## config.mk

```make
export PLATFORM = sky130hd
export DESIGN_NAME = fuse_default_config_loader
export DESIGN_NICKNAME = d
export VERILOG_FILES = /design/src/inc/fdcl_pkg.sv /design/src/design/fuse_default_config_loader.sv
export VERILOG_INCLUDE_DIRS = /design/src /design/src/inc
export SDC_FILE = /design/constraint.sdc
export NUM_CORES = 1
export LEC_CHECK = 0
export BUFFER_PORTS_ARGS = -buffer_cell sky130_fd_sc_hd__buf_2
export CAP_MARGIN = 10
export CORE_AREA = 2 2 126 128
export CTS_BUF_LIST = sky130_fd_sc_hd__clkbuf_2
export DETAILED_ROUTE_END_ITERATION = 8
export DIE_AREA = 0 0 128 130
export HOLD_SLACK_MARGIN = 0.1
export PLACE_DENSITY = 0.89
export SLEW_MARGIN = 10
export SYNTH_ARGS = -nofsm -noshare
export SYNTH_HDL_FRONTEND = slang
export SYNTH_SLANG_ARGS = --single-unit
```

## constraint.sdc

```tcl
create_clock -name clk -period 6.1 [get_ports clk]
set_clock_uncertainty 0.2 [all_clocks]
set_input_delay 1.22 -clock clk [delete_from_list [all_inputs] [get_ports clk]]
set_output_delay 1.22 -clock clk [all_outputs]
set_load 0.05 [all_outputs]
```

## src/inc/fdcl_consts.svh

```systemverilog
// Offsets, field positions, reset values and counts for the fuse config loader
// Assumes 8-bit register space addressed by a page select plus offset
`ifndef FDCL_CONSTS_SVH
`define FDCL_CONSTS_SVH
`define FDCL_OFF_LDO3_CFG     8'hD6
`define FDCL_OFF_VSNVS_CFG    8'hDA
`define FDCL_OFF_OVBYP1       8'hDB
`define FDCL_OFF_OVBYP2       8'hDC
`define FDCL_OFF_UVBYP1       8'hDD
`define FDCL_OFF_UVBYP2       8'hDE
`define FDCL_OFF_ILIMBYP1     8'hDF
`define FDCL_OFF_ILIMBYP2     8'hE0
`define FDCL_OFF_DEBUG1       8'hE3
`define FDCL_OFF_FAULT        8'hF0
`define FDCL_OFF_PAGE         8'hFF
`define FDCL_PAGE_MIRROR      3'h1
`define FDCL_PAGE_BASE        3'h0
`define FDCL_TRIAL_ADDR       7'h08
`define FDCL_BIT_TRIM         0
`define FDCL_BIT_FUSE         1
`define FDCL_BIT_STEST        2
`define FDCL_NREG             9
`endif

```

## src/inc/fdcl_pkg.sv

```systemverilog
// Types for the fuse config loader
// Assumes fdcl_consts.svh defines register count
`include "fdcl_consts.svh"
package fdcl_pkg;
    typedef enum logic [2:0] {
        FDCL_IDLE,
        FDCL_FUSE_LOAD,
        FDCL_MIRROR_XFER,
        FDCL_QUICK_OFF,
        FDCL_POWERED,
        FDCL_BURN
    } fdcl_state_t;
    typedef struct packed {
        logic       wrEn;
        logic       rdEn;
        logic [7:0] addr;
        logic [7:0] wdata;
    } fdcl_regreq_t;
    typedef struct packed {
        logic trimFail;
        logic fuseFail;
        logic stestFail;
    } fdcl_faults_t;
endpackage

```

## src/design/fuse_default_config_loader.sv

```systemverilog
// Fuse default configuration loader: fuses to mirror, mirror to functional registers
// Assumes an I2C slave engine presenting decoded register accesses on this clock
`timescale 1ns/1ps
`include "fdcl_consts.svh"

// Operation
// - Fuse load only when fuse programming supply pin is at ground.
// - Copy fuses to mirror on each rising crossing of undervoltage detect.
// - Second stage copies mirror into functional registers.
// - Mirror keeps defaults and feeds every later power-up.
// - Mirror writable only in trial configuration mode.
// - Load or self-test failure sets flag; power-up ignored until cleared.
// - Fault flags writable only with trial pin high.
// - Trial mode ignores low-power-off select, always enters quick power-up off.
// - Trial mode still reports self-test result in its flag.
// - Trial mode uses plain framing: no CRC, no secure write.
// - Trial mode answers at I2C address 0x08.
// - Trial mode disables external and internal watchdog.
// - Page select of three bits; mirror sits in extended page 1.
// - Trial pin low refuses all extended page access.
// - Power-up with trial pin high keeps trial restrictions.
// - Supply falling below detect level resets mirror.
// - Fuse burning only in trial mode and quick power-up off.
module fuse_default_config_loader #(
    parameter int NREG = `FDCL_NREG
) (
    input  wire logic                   clk,
    input  wire logic                   rst_n,
    input  wire logic                   trialConfigEnablePin,
    input  wire logic                   fuseProgramSupplyPin,
    input  wire logic                   inputSupplyAboveDetect,
    input  wire logic [NREG*8-1:0]      fuseBank,
    input  wire logic                   trimLoadFail,
    input  wire logic                   fuseLoadFail,
    input  wire logic                   selfTestDone,
    input  wire logic                   selfTestFail,
    input  wire logic                   lowPowerOffSelect,
    input  wire logic                   powerUpEvent,
    input  wire logic                   burnRequest,
    input  wire logic [6:0]             fuseI2cAddr,
    input  wire fdcl_pkg::fdcl_regreq_t regReq,
    output logic      [7:0]             regRdata,
    output logic                        regAck,
    output logic      [NREG*8-1:0]      functionalCfg,
    output logic                        trialConfigMode,
    output logic                        quickPowerupOffState,
    output logic                        powerUpGo,
    output logic                        burnStrobe,
    output logic      [6:0]             i2cAddr,
    output logic                        crcEnable,
    output logic                        secureWriteEnable,
    output logic                        watchdogEnable,
    output fdcl_pkg::fdcl_faults_t      faults
);
    import fdcl_pkg::*;

    // ************************************************
    // Input synchronisers
    // ************************************************
    logic [2:0] trialSync_r;
    logic [2:0] vddSync_r;
    logic [2:0] supSync_r;
    logic       trialPin_r;
    logic       vddLow_r;
    logic       supOk_r;

    always_ff @(posedge clk) begin
        if (!rst_n) begin
            trialSync_r <= 3'h0;
            vddSync_r   <= 3'h0;
            supSync_r   <= 3'h0;
        end else begin
            trialSync_r <= {trialSync_r[1:0], trialConfigEnablePin};
            vddSync_r   <= {vddSync_r[1:0], fuseProgramSupplyPin};
            supSync_r   <= {supSync_r[1:0], inputSupplyAboveDetect};
        end
    end

    always_ff @(posedge clk) begin
        if (!rst_n) begin
            trialPin_r <= 1'b0;
            vddLow_r   <= 1'b0;
            supOk_r    <= 1'b0;
        end else begin
            if (trialSync_r[2] == trialSync_r[1]) trialPin_r <= trialSync_r[2];
            if (vddSync_r[2] == vddSync_r[1]) vddLow_r <= !vddSync_r[2];
            if (supSync_r[2] == supSync_r[1]) supOk_r <= supSync_r[2];
        end
    end

    // ************************************************
    // Supply edge detect
    // ************************************************
    // Reset value matches the low idle level, so no false rise after reset
    logic supOkDly_r;
    always_ff @(posedge clk) begin
        if (!rst_n) supOkDly_r <= 1'b0;
        else supOkDly_r <= supOk_r;
    end
    wire supRise = supOk_r && !supOkDly_r;
    wire supFall = !supOk_r && supOkDly_r;

    // ************************************************
    // State machine
    // ************************************************
    fdcl_state_t state_r;
    fdcl_state_t state_nxt;
    logic        faultAny;
    assign faultAny = faults.trimFail || faults.fuseFail || faults.stestFail;

    always_comb begin
        state_nxt = state_r;
        case (state_r)
            FDCL_IDLE: begin
                if (supRise && vddLow_r) state_nxt = FDCL_FUSE_LOAD;
            end
            FDCL_FUSE_LOAD: begin
                state_nxt = FDCL_MIRROR_XFER;
            end
            FDCL_MIRROR_XFER: begin
                if (selfTestDone) begin
                    // Trial mode always lands in quick power-up off
                    if (trialPin_r || lowPowerOffSelect) state_nxt = FDCL_QUICK_OFF;
                    else state_nxt = FDCL_IDLE;
                end
            end
            FDCL_QUICK_OFF: begin
                if (burnRequest && trialPin_r) state_nxt = FDCL_BURN;
                else if (powerUpEvent && !faultAny) state_nxt = FDCL_POWERED;
            end
            FDCL_POWERED: begin
                state_nxt = FDCL_POWERED;
            end
            FDCL_BURN: begin
                state_nxt = FDCL_QUICK_OFF;
            end
            default: begin
                state_nxt = FDCL_IDLE;
            end
        endcase
        if (supFall) state_nxt = FDCL_IDLE;
    end

    // ************************************************
    // State register
    // ************************************************
    always_ff @(posedge clk) begin
        if (!rst_n) state_r <= FDCL_IDLE;
        else state_r <= state_nxt;
    end

    // ************************************************
    // Mirror and functional registers
    // ************************************************
    logic [7:0] mirror_r [NREG];
    logic [7:0] func_r   [NREG];
    logic [2:0] page_r;
    logic [7:0] offTab [NREG];
    assign offTab[0] = `FDCL_OFF_LDO3_CFG;
    assign offTab[1] = `FDCL_OFF_VSNVS_CFG;
    assign offTab[2] = `FDCL_OFF_OVBYP1;
    assign offTab[3] = `FDCL_OFF_OVBYP2;
    assign offTab[4] = `FDCL_OFF_UVBYP1;
    assign offTab[5] = `FDCL_OFF_UVBYP2;
    assign offTab[6] = `FDCL_OFF_ILIMBYP1;
    assign offTab[7] = `FDCL_OFF_ILIMBYP2;
    assign offTab[8] = `FDCL_OFF_DEBUG1;

    wire extAllowed = trialPin_r && (page_r == `FDCL_PAGE_MIRROR);

    always_ff @(posedge clk) begin
        if (!rst_n || supFall) begin
            for (int i = 0; i < NREG; i++) mirror_r[i] <= 8'h00;
        end else if (state_r == FDCL_FUSE_LOAD) begin
            for (int i = 0; i < NREG; i++) mirror_r[i] <= fuseBank[i*8 +: 8];
        end else if (regReq.wrEn && extAllowed) begin
            for (int i = 0; i < NREG; i++)
                if (regReq.addr == offTab[i]) mirror_r[i] <= regReq.wdata;
        end
    end

    // Mirror feeds functional set at load and on each power-up
    always_ff @(posedge clk) begin
        if (!rst_n) begin
            for (int i = 0; i < NREG; i++) func_r[i] <= 8'h00;
        end else if (state_r == FDCL_MIRROR_XFER
                     || (state_r == FDCL_QUICK_OFF && state_nxt == FDCL_POWERED)) begin
            for (int i = 0; i < NREG; i++) func_r[i] <= mirror_r[i];
        end else if (regReq.wrEn && !extAllowed && state_r == FDCL_POWERED) begin
            for (int i = 0; i < NREG; i++)
                if (regReq.addr == offTab[i]) func_r[i] <= regReq.wdata;
        end
    end

    // ************************************************
    // Page select
    // ************************************************
    always_ff @(posedge clk) begin
        if (!rst_n) page_r <= `FDCL_PAGE_BASE;
        else if (regReq.wrEn && regReq.addr == `FDCL_OFF_PAGE) page_r <= regReq.wdata[2:0];
    end

    // ************************************************
    // Fault flags
    // ************************************************
    wire flagClr = regReq.wrEn && regReq.addr == `FDCL_OFF_FAULT && trialPin_r
                   && state_r == FDCL_QUICK_OFF;

    always_ff @(posedge clk) begin
        if (!rst_n) begin
            faults <= '0;
        end else begin
            // Set wins over clear
            if (trimLoadFail) faults.trimFail <= 1'b1;
            else if (flagClr && regReq.wdata[`FDCL_BIT_TRIM]) faults.trimFail <= 1'b0;
            if (fuseLoadFail) faults.fuseFail <= 1'b1;
            else if (flagClr && regReq.wdata[`FDCL_BIT_FUSE]) faults.fuseFail <= 1'b0;
            if (selfTestDone && state_r == FDCL_MIRROR_XFER) faults.stestFail <= selfTestFail;
            else if (selfTestFail) faults.stestFail <= 1'b1;
            else if (flagClr && regReq.wdata[`FDCL_BIT_STEST]) faults.stestFail <= 1'b0;
        end
    end

    // ************************************************
    // Read path
    // ************************************************
    logic [7:0] rd_nxt;
    always_comb begin
        rd_nxt = 8'h00;
        if (regReq.addr == `FDCL_OFF_PAGE) rd_nxt = {5'h00, page_r};
        else if (regReq.addr == `FDCL_OFF_FAULT)
            rd_nxt = {5'h00, faults.stestFail, faults.fuseFail, faults.trimFail};
        for (int i = 0; i < NREG; i++)
            if (regReq.addr == offTab[i]) rd_nxt = extAllowed ? mirror_r[i] : func_r[i];
    end

    always_ff @(posedge clk) begin
        if (!rst_n) begin
            regRdata <= 8'h00;
            regAck   <= 1'b0;
        end else begin
            regRdata <= regReq.rdEn ? rd_nxt : regRdata;
            regAck   <= regReq.rdEn || regReq.wrEn;
        end
    end

    // ************************************************
    // Functional configuration outputs
    // ************************************************
    genvar g;
    generate
        for (g = 0; g < NREG; g++) begin : gFunc
            assign functionalCfg[g*8 +: 8] = func_r[g];
        end
    endgenerate

    // ************************************************
    // Trial state latched at power-up
    // ************************************************
    localparam logic [6:0] fuseI2cAddr_r0 = 7'h00;
    logic trialAtPwr_r;
    always_ff @(posedge clk) begin
        if (!rst_n) trialAtPwr_r <= 1'b0;
        else if (state_r == FDCL_QUICK_OFF && state_nxt == FDCL_POWERED) trialAtPwr_r <= trialPin_r;
        else if (state_r == FDCL_IDLE) trialAtPwr_r <= 1'b0;
    end

    // ************************************************
    // Registered outputs, plus the combinational quick power-up off flag
    // ************************************************
    logic restrict_nxt;
    assign restrict_nxt = trialPin_r || trialAtPwr_r;

    always_ff @(posedge clk) begin
        if (!rst_n) begin
            trialConfigMode   <= 1'b0;
            i2cAddr           <= fuseI2cAddr_r0;
            crcEnable         <= 1'b0;
            secureWriteEnable <= 1'b0;
            watchdogEnable    <= 1'b0;
            burnStrobe        <= 1'b0;
            powerUpGo         <= 1'b0;
        end else begin
            trialConfigMode   <= restrict_nxt;
            i2cAddr           <= restrict_nxt ? `FDCL_TRIAL_ADDR : fuseI2cAddr;
            crcEnable         <= !restrict_nxt;
            secureWriteEnable <= !restrict_nxt;
            watchdogEnable    <= !restrict_nxt && state_r == FDCL_POWERED;
            burnStrobe        <= state_r == FDCL_BURN;
            powerUpGo         <= state_r == FDCL_QUICK_OFF && state_nxt == FDCL_POWERED;
        end
    end

    assign quickPowerupOffState = (state_r == FDCL_QUICK_OFF);
endmodule

```

==> results.md <==
* Largest family of logic cells by synthesized area: simple AND/OR/NAND/NOR gates
* Fillers at 1195
* Core footprint at 15400 um2
* Final setup fails at 0
* CP required at 6.32 ns
* Ys async rst share at 0
* Setup crit end kind: flip-flop
* RePlAce Congestion at 0.996
* WHS at 0.258 ns
* Synth Area in Simple Gates at 0.219
* CTS resizes at 0
* Largest net degree at the start of global routing at 75
* Power per cell area at around 220 nW/um2
* Mean Syn Cell Area at 9.92 um2
* Main flop type after synthesis: edfxtp_1
* Seq/Total Area, Yosys at 0.580
* Outcome: finished, final reports clean
* CTS sink cnt at 188
* Final TNS setup at 0 ns
* Final #Nets at 1186
* Sum of buffers and inverters on the critical path at 1
* Headroom to the max-slew limit at 0.162
* HP Class: reg -> reg
* Via density at 6.36
* Drt drc at 0
* Slowest stage delay, CP at ~1.1 ns
* Initial antenna violation count at 2
* Area post-placement at 10000 um2
* Unique masters post-synth at 53
* Fmax at ~260 MHz
* IO Pins at 207
* Crit path kind: reg -> reg
* XOR/XNOR Fraction of Synth Area at 0
* Clk Tree Root Cell: clkbuf_2
* Initial drt markers at 1569
* Worst-Margin Slew at 1.24 ns
* DP Worst Slack at between 1.5 and 2 ns
* Area of the multi-input gates at 3490 um2
* Maximum VDD drop at 0.000141 V
* CTS Buf Count at 17
* Via count at 8160
* Hold Violations, Final at 0
* Dpl hpwl at just over 20000 um
* Post-CTS Setup Bufs at 0
* Crit path depth at 4
* Syn Nets at just over 1000
* Die area at roughly 17000 um2
* NetSw at 0.602 mW
* Comb pwr share at 0.103
* Maximum root-to-sink buffer count at 2
* Buffers on Ports at 206
* Post-Synth Adder-Cell Area at 0
* Post-synth top cells: nand2_1 (287), edfxtp_1 (144), a21o_1 (72), dfxtp_1 (44), a21oi_1 (36)
* Wire per inst at 21.6 um
* Number of enable flip-flop cells after synthesis at 144
* Syn-to-layout area delta at 14.0%
* Total global routing overflow at 0
* Clk slew on worst S/H paths at 0.23 ns
* Final worst-path cycle share at 0.631
* Share of cells above drive strength 1 at 0.242
* Fin cells at 1284
* Antenna-violating nets left at 0
* Register bit total from synthesis at 188
* Ranking of synthesized cells by area: edfxtp_1 (48%), nand2_1 (12%), dfxtp_1 (9.8%), a21o_1 (6.0%), a31oi_1 (2.0%)
* Synth top area share at 0.482
* Final WS setup at roughly 2.2 ns
* Leading area contributor after synthesis: edfxtp_1
* Cell family with most CP delay: compound AO/OA/AOI/OAI gates
* Mux share of post-synthesis cell area at 0.00781
* Fin crit period at 3.85 ns
* First-pass GRT wire length at 40500 um
* Worst reg2reg setup slack at around 2.2 ns
* Synth Area in Compound Gates at 0.158
* CTS tree: built
* Worst skew pair latency at 0.79 ns
* Worst Path Max Fanout at 74
* Seq. cell area at 5200 um2
* # rows at 46
* Power Internal at 1.62 mW
* R2R depth at 4
* Vias in the first global route at 7361
* Tot Pwr at 2.23 mW
* Share of power burned in registers at 0.651
* Post-CTS Hold Buffers at 0
* Max-cap violations at 0
* Sw frac at 0.270
* H-tree depth at 4
* Global Route Usage Sum at 0.329
* Core Util, Final at 0.663
* CP Data Arrival Time at roughly 4.1 ns
* Dpl cells at 1250
* Initial Util at 0.582
* CP max stage cell: o21ai_0
* Ys Warns at 0
* Count leader, synth: nand2_1
* Cell area after layout at between 10000 and 15000 um2
* Routed wire length at 27800 um
* Worst path cell trace: nor4bb_4 -> buf_4 -> nand3_1 -> o21ai_0
* Critical path startpoint category: flip-flop
* Hold depth at 1
* Max-slew violation count at 0
* Mapped Area at 8970 um2
* DIE WIDTH at 128 um
* TritonRoute pass-1 iters at 7
* Clock Power Share at 0.246
* Leak Pwr at 5.13 nW
* Unrepaired setup endpoints after global routing: no
* Cells after Synth at about 900
* Die Height at 130 um
==> path summary, 6_finish.rpt <==
check,to,start
max,mirror_r[0][39],trialPin_r
min,supSync_r[1],supSync_r[0]
max reg2reg,mirror_r[0][39],trialPin_r
min reg2reg,supSync_r[1],supSync_r[0]
==> metal layers <==
layer  vias up  track usage  part of all wire
met1      3657        0.435              0.36
met2       778        0.490              0.43
met5         -            0                 0
li1       3578            -                 -
met3       147       0.0976              0.15
met4         0        0.185             0.062
==> final cells by class <==
| type | instances | share of cell area |
|---|---|---|
| tap | 192 | 0.0235 |
| timing repair buffer | 214 | 0.107 |
| sequential | 188 | 0.509 |
| antenna | 2 | 0.000489 |
| multi-input combinational | 650 | 0.341 |
| clock inverter | 12 | 0.00807 |
| inverter | 6 | 0.00220 |
| clock buffer | 20 | 0.00978 |
==> cells in the final DEF, fill, tap and decap left out, types with 3 or more instances in the layout <==
cell / n
nand2_1: 287
buf_2: 206
edfxtp_1: 144
a21o_1: 72
dfxtp_1: 44
a21oi_1: 36
o21ai_0: 31
nor2_1: 30
a31oi_1: 29
and3_1: 24
nand3_1: 22
clkbuf_2: 20
and2_1: 11
nor4_1: 11
inv_1: 8
nor3_1: 8
nand3_2: 8
buf_4: 8
mux2i_1: 7
nand2b_1: 6
o22ai_1: 5
a32o_1: 5
a31o_2: 5
or3_1: 4
nor2b_1: 3
nand4_1: 3
o311a_1: 3
a22oi_1: 3
nand3b_1: 3
a41oi_1: 3
o211ai_1: 3
o2111a_1: 3
o21a_1: 3
clkinv_2: 3
==> power groups by stage <==
| stage | logic [mW] | clock network, mW | registers, mW |
|---|---|---|---|
| floorplan | 0.0657 | 0 | 1.54 |
| global placement | 0.222 | 0 | 1.47 |
| detailed placement | 0.225 | 0 | 1.47 |
| CTS | 0.226 | 0.537 | 1.45 |
| global route | 0.242 | 0.581 | 1.45 |
| finish | 0.229 | 0.548 | 1.45 |
==> cells by family after synthesis <==
logic type	Yosys count
AND/OR/NAND/NOR	434
buffers and inverters	67
flip-flops	188
AO/OA/AOI/OAI	209
multiplexers	7
==> worst reg2reg max path: stages (launching register included) <==
cell	delay, ns
dfxtp_1	0.63
nor4bb_4	0.27
buf_4	0.68
nand3_1	0.65
o21ai_0	1.07
==> state kept, by name, indices dropped and copies added (netlist names), 7 cells and up <==
register	cells
func_r	72
mirror_r	72
regRdata	8
i2cAddr	7
Power figures use the tool's default switching activity.
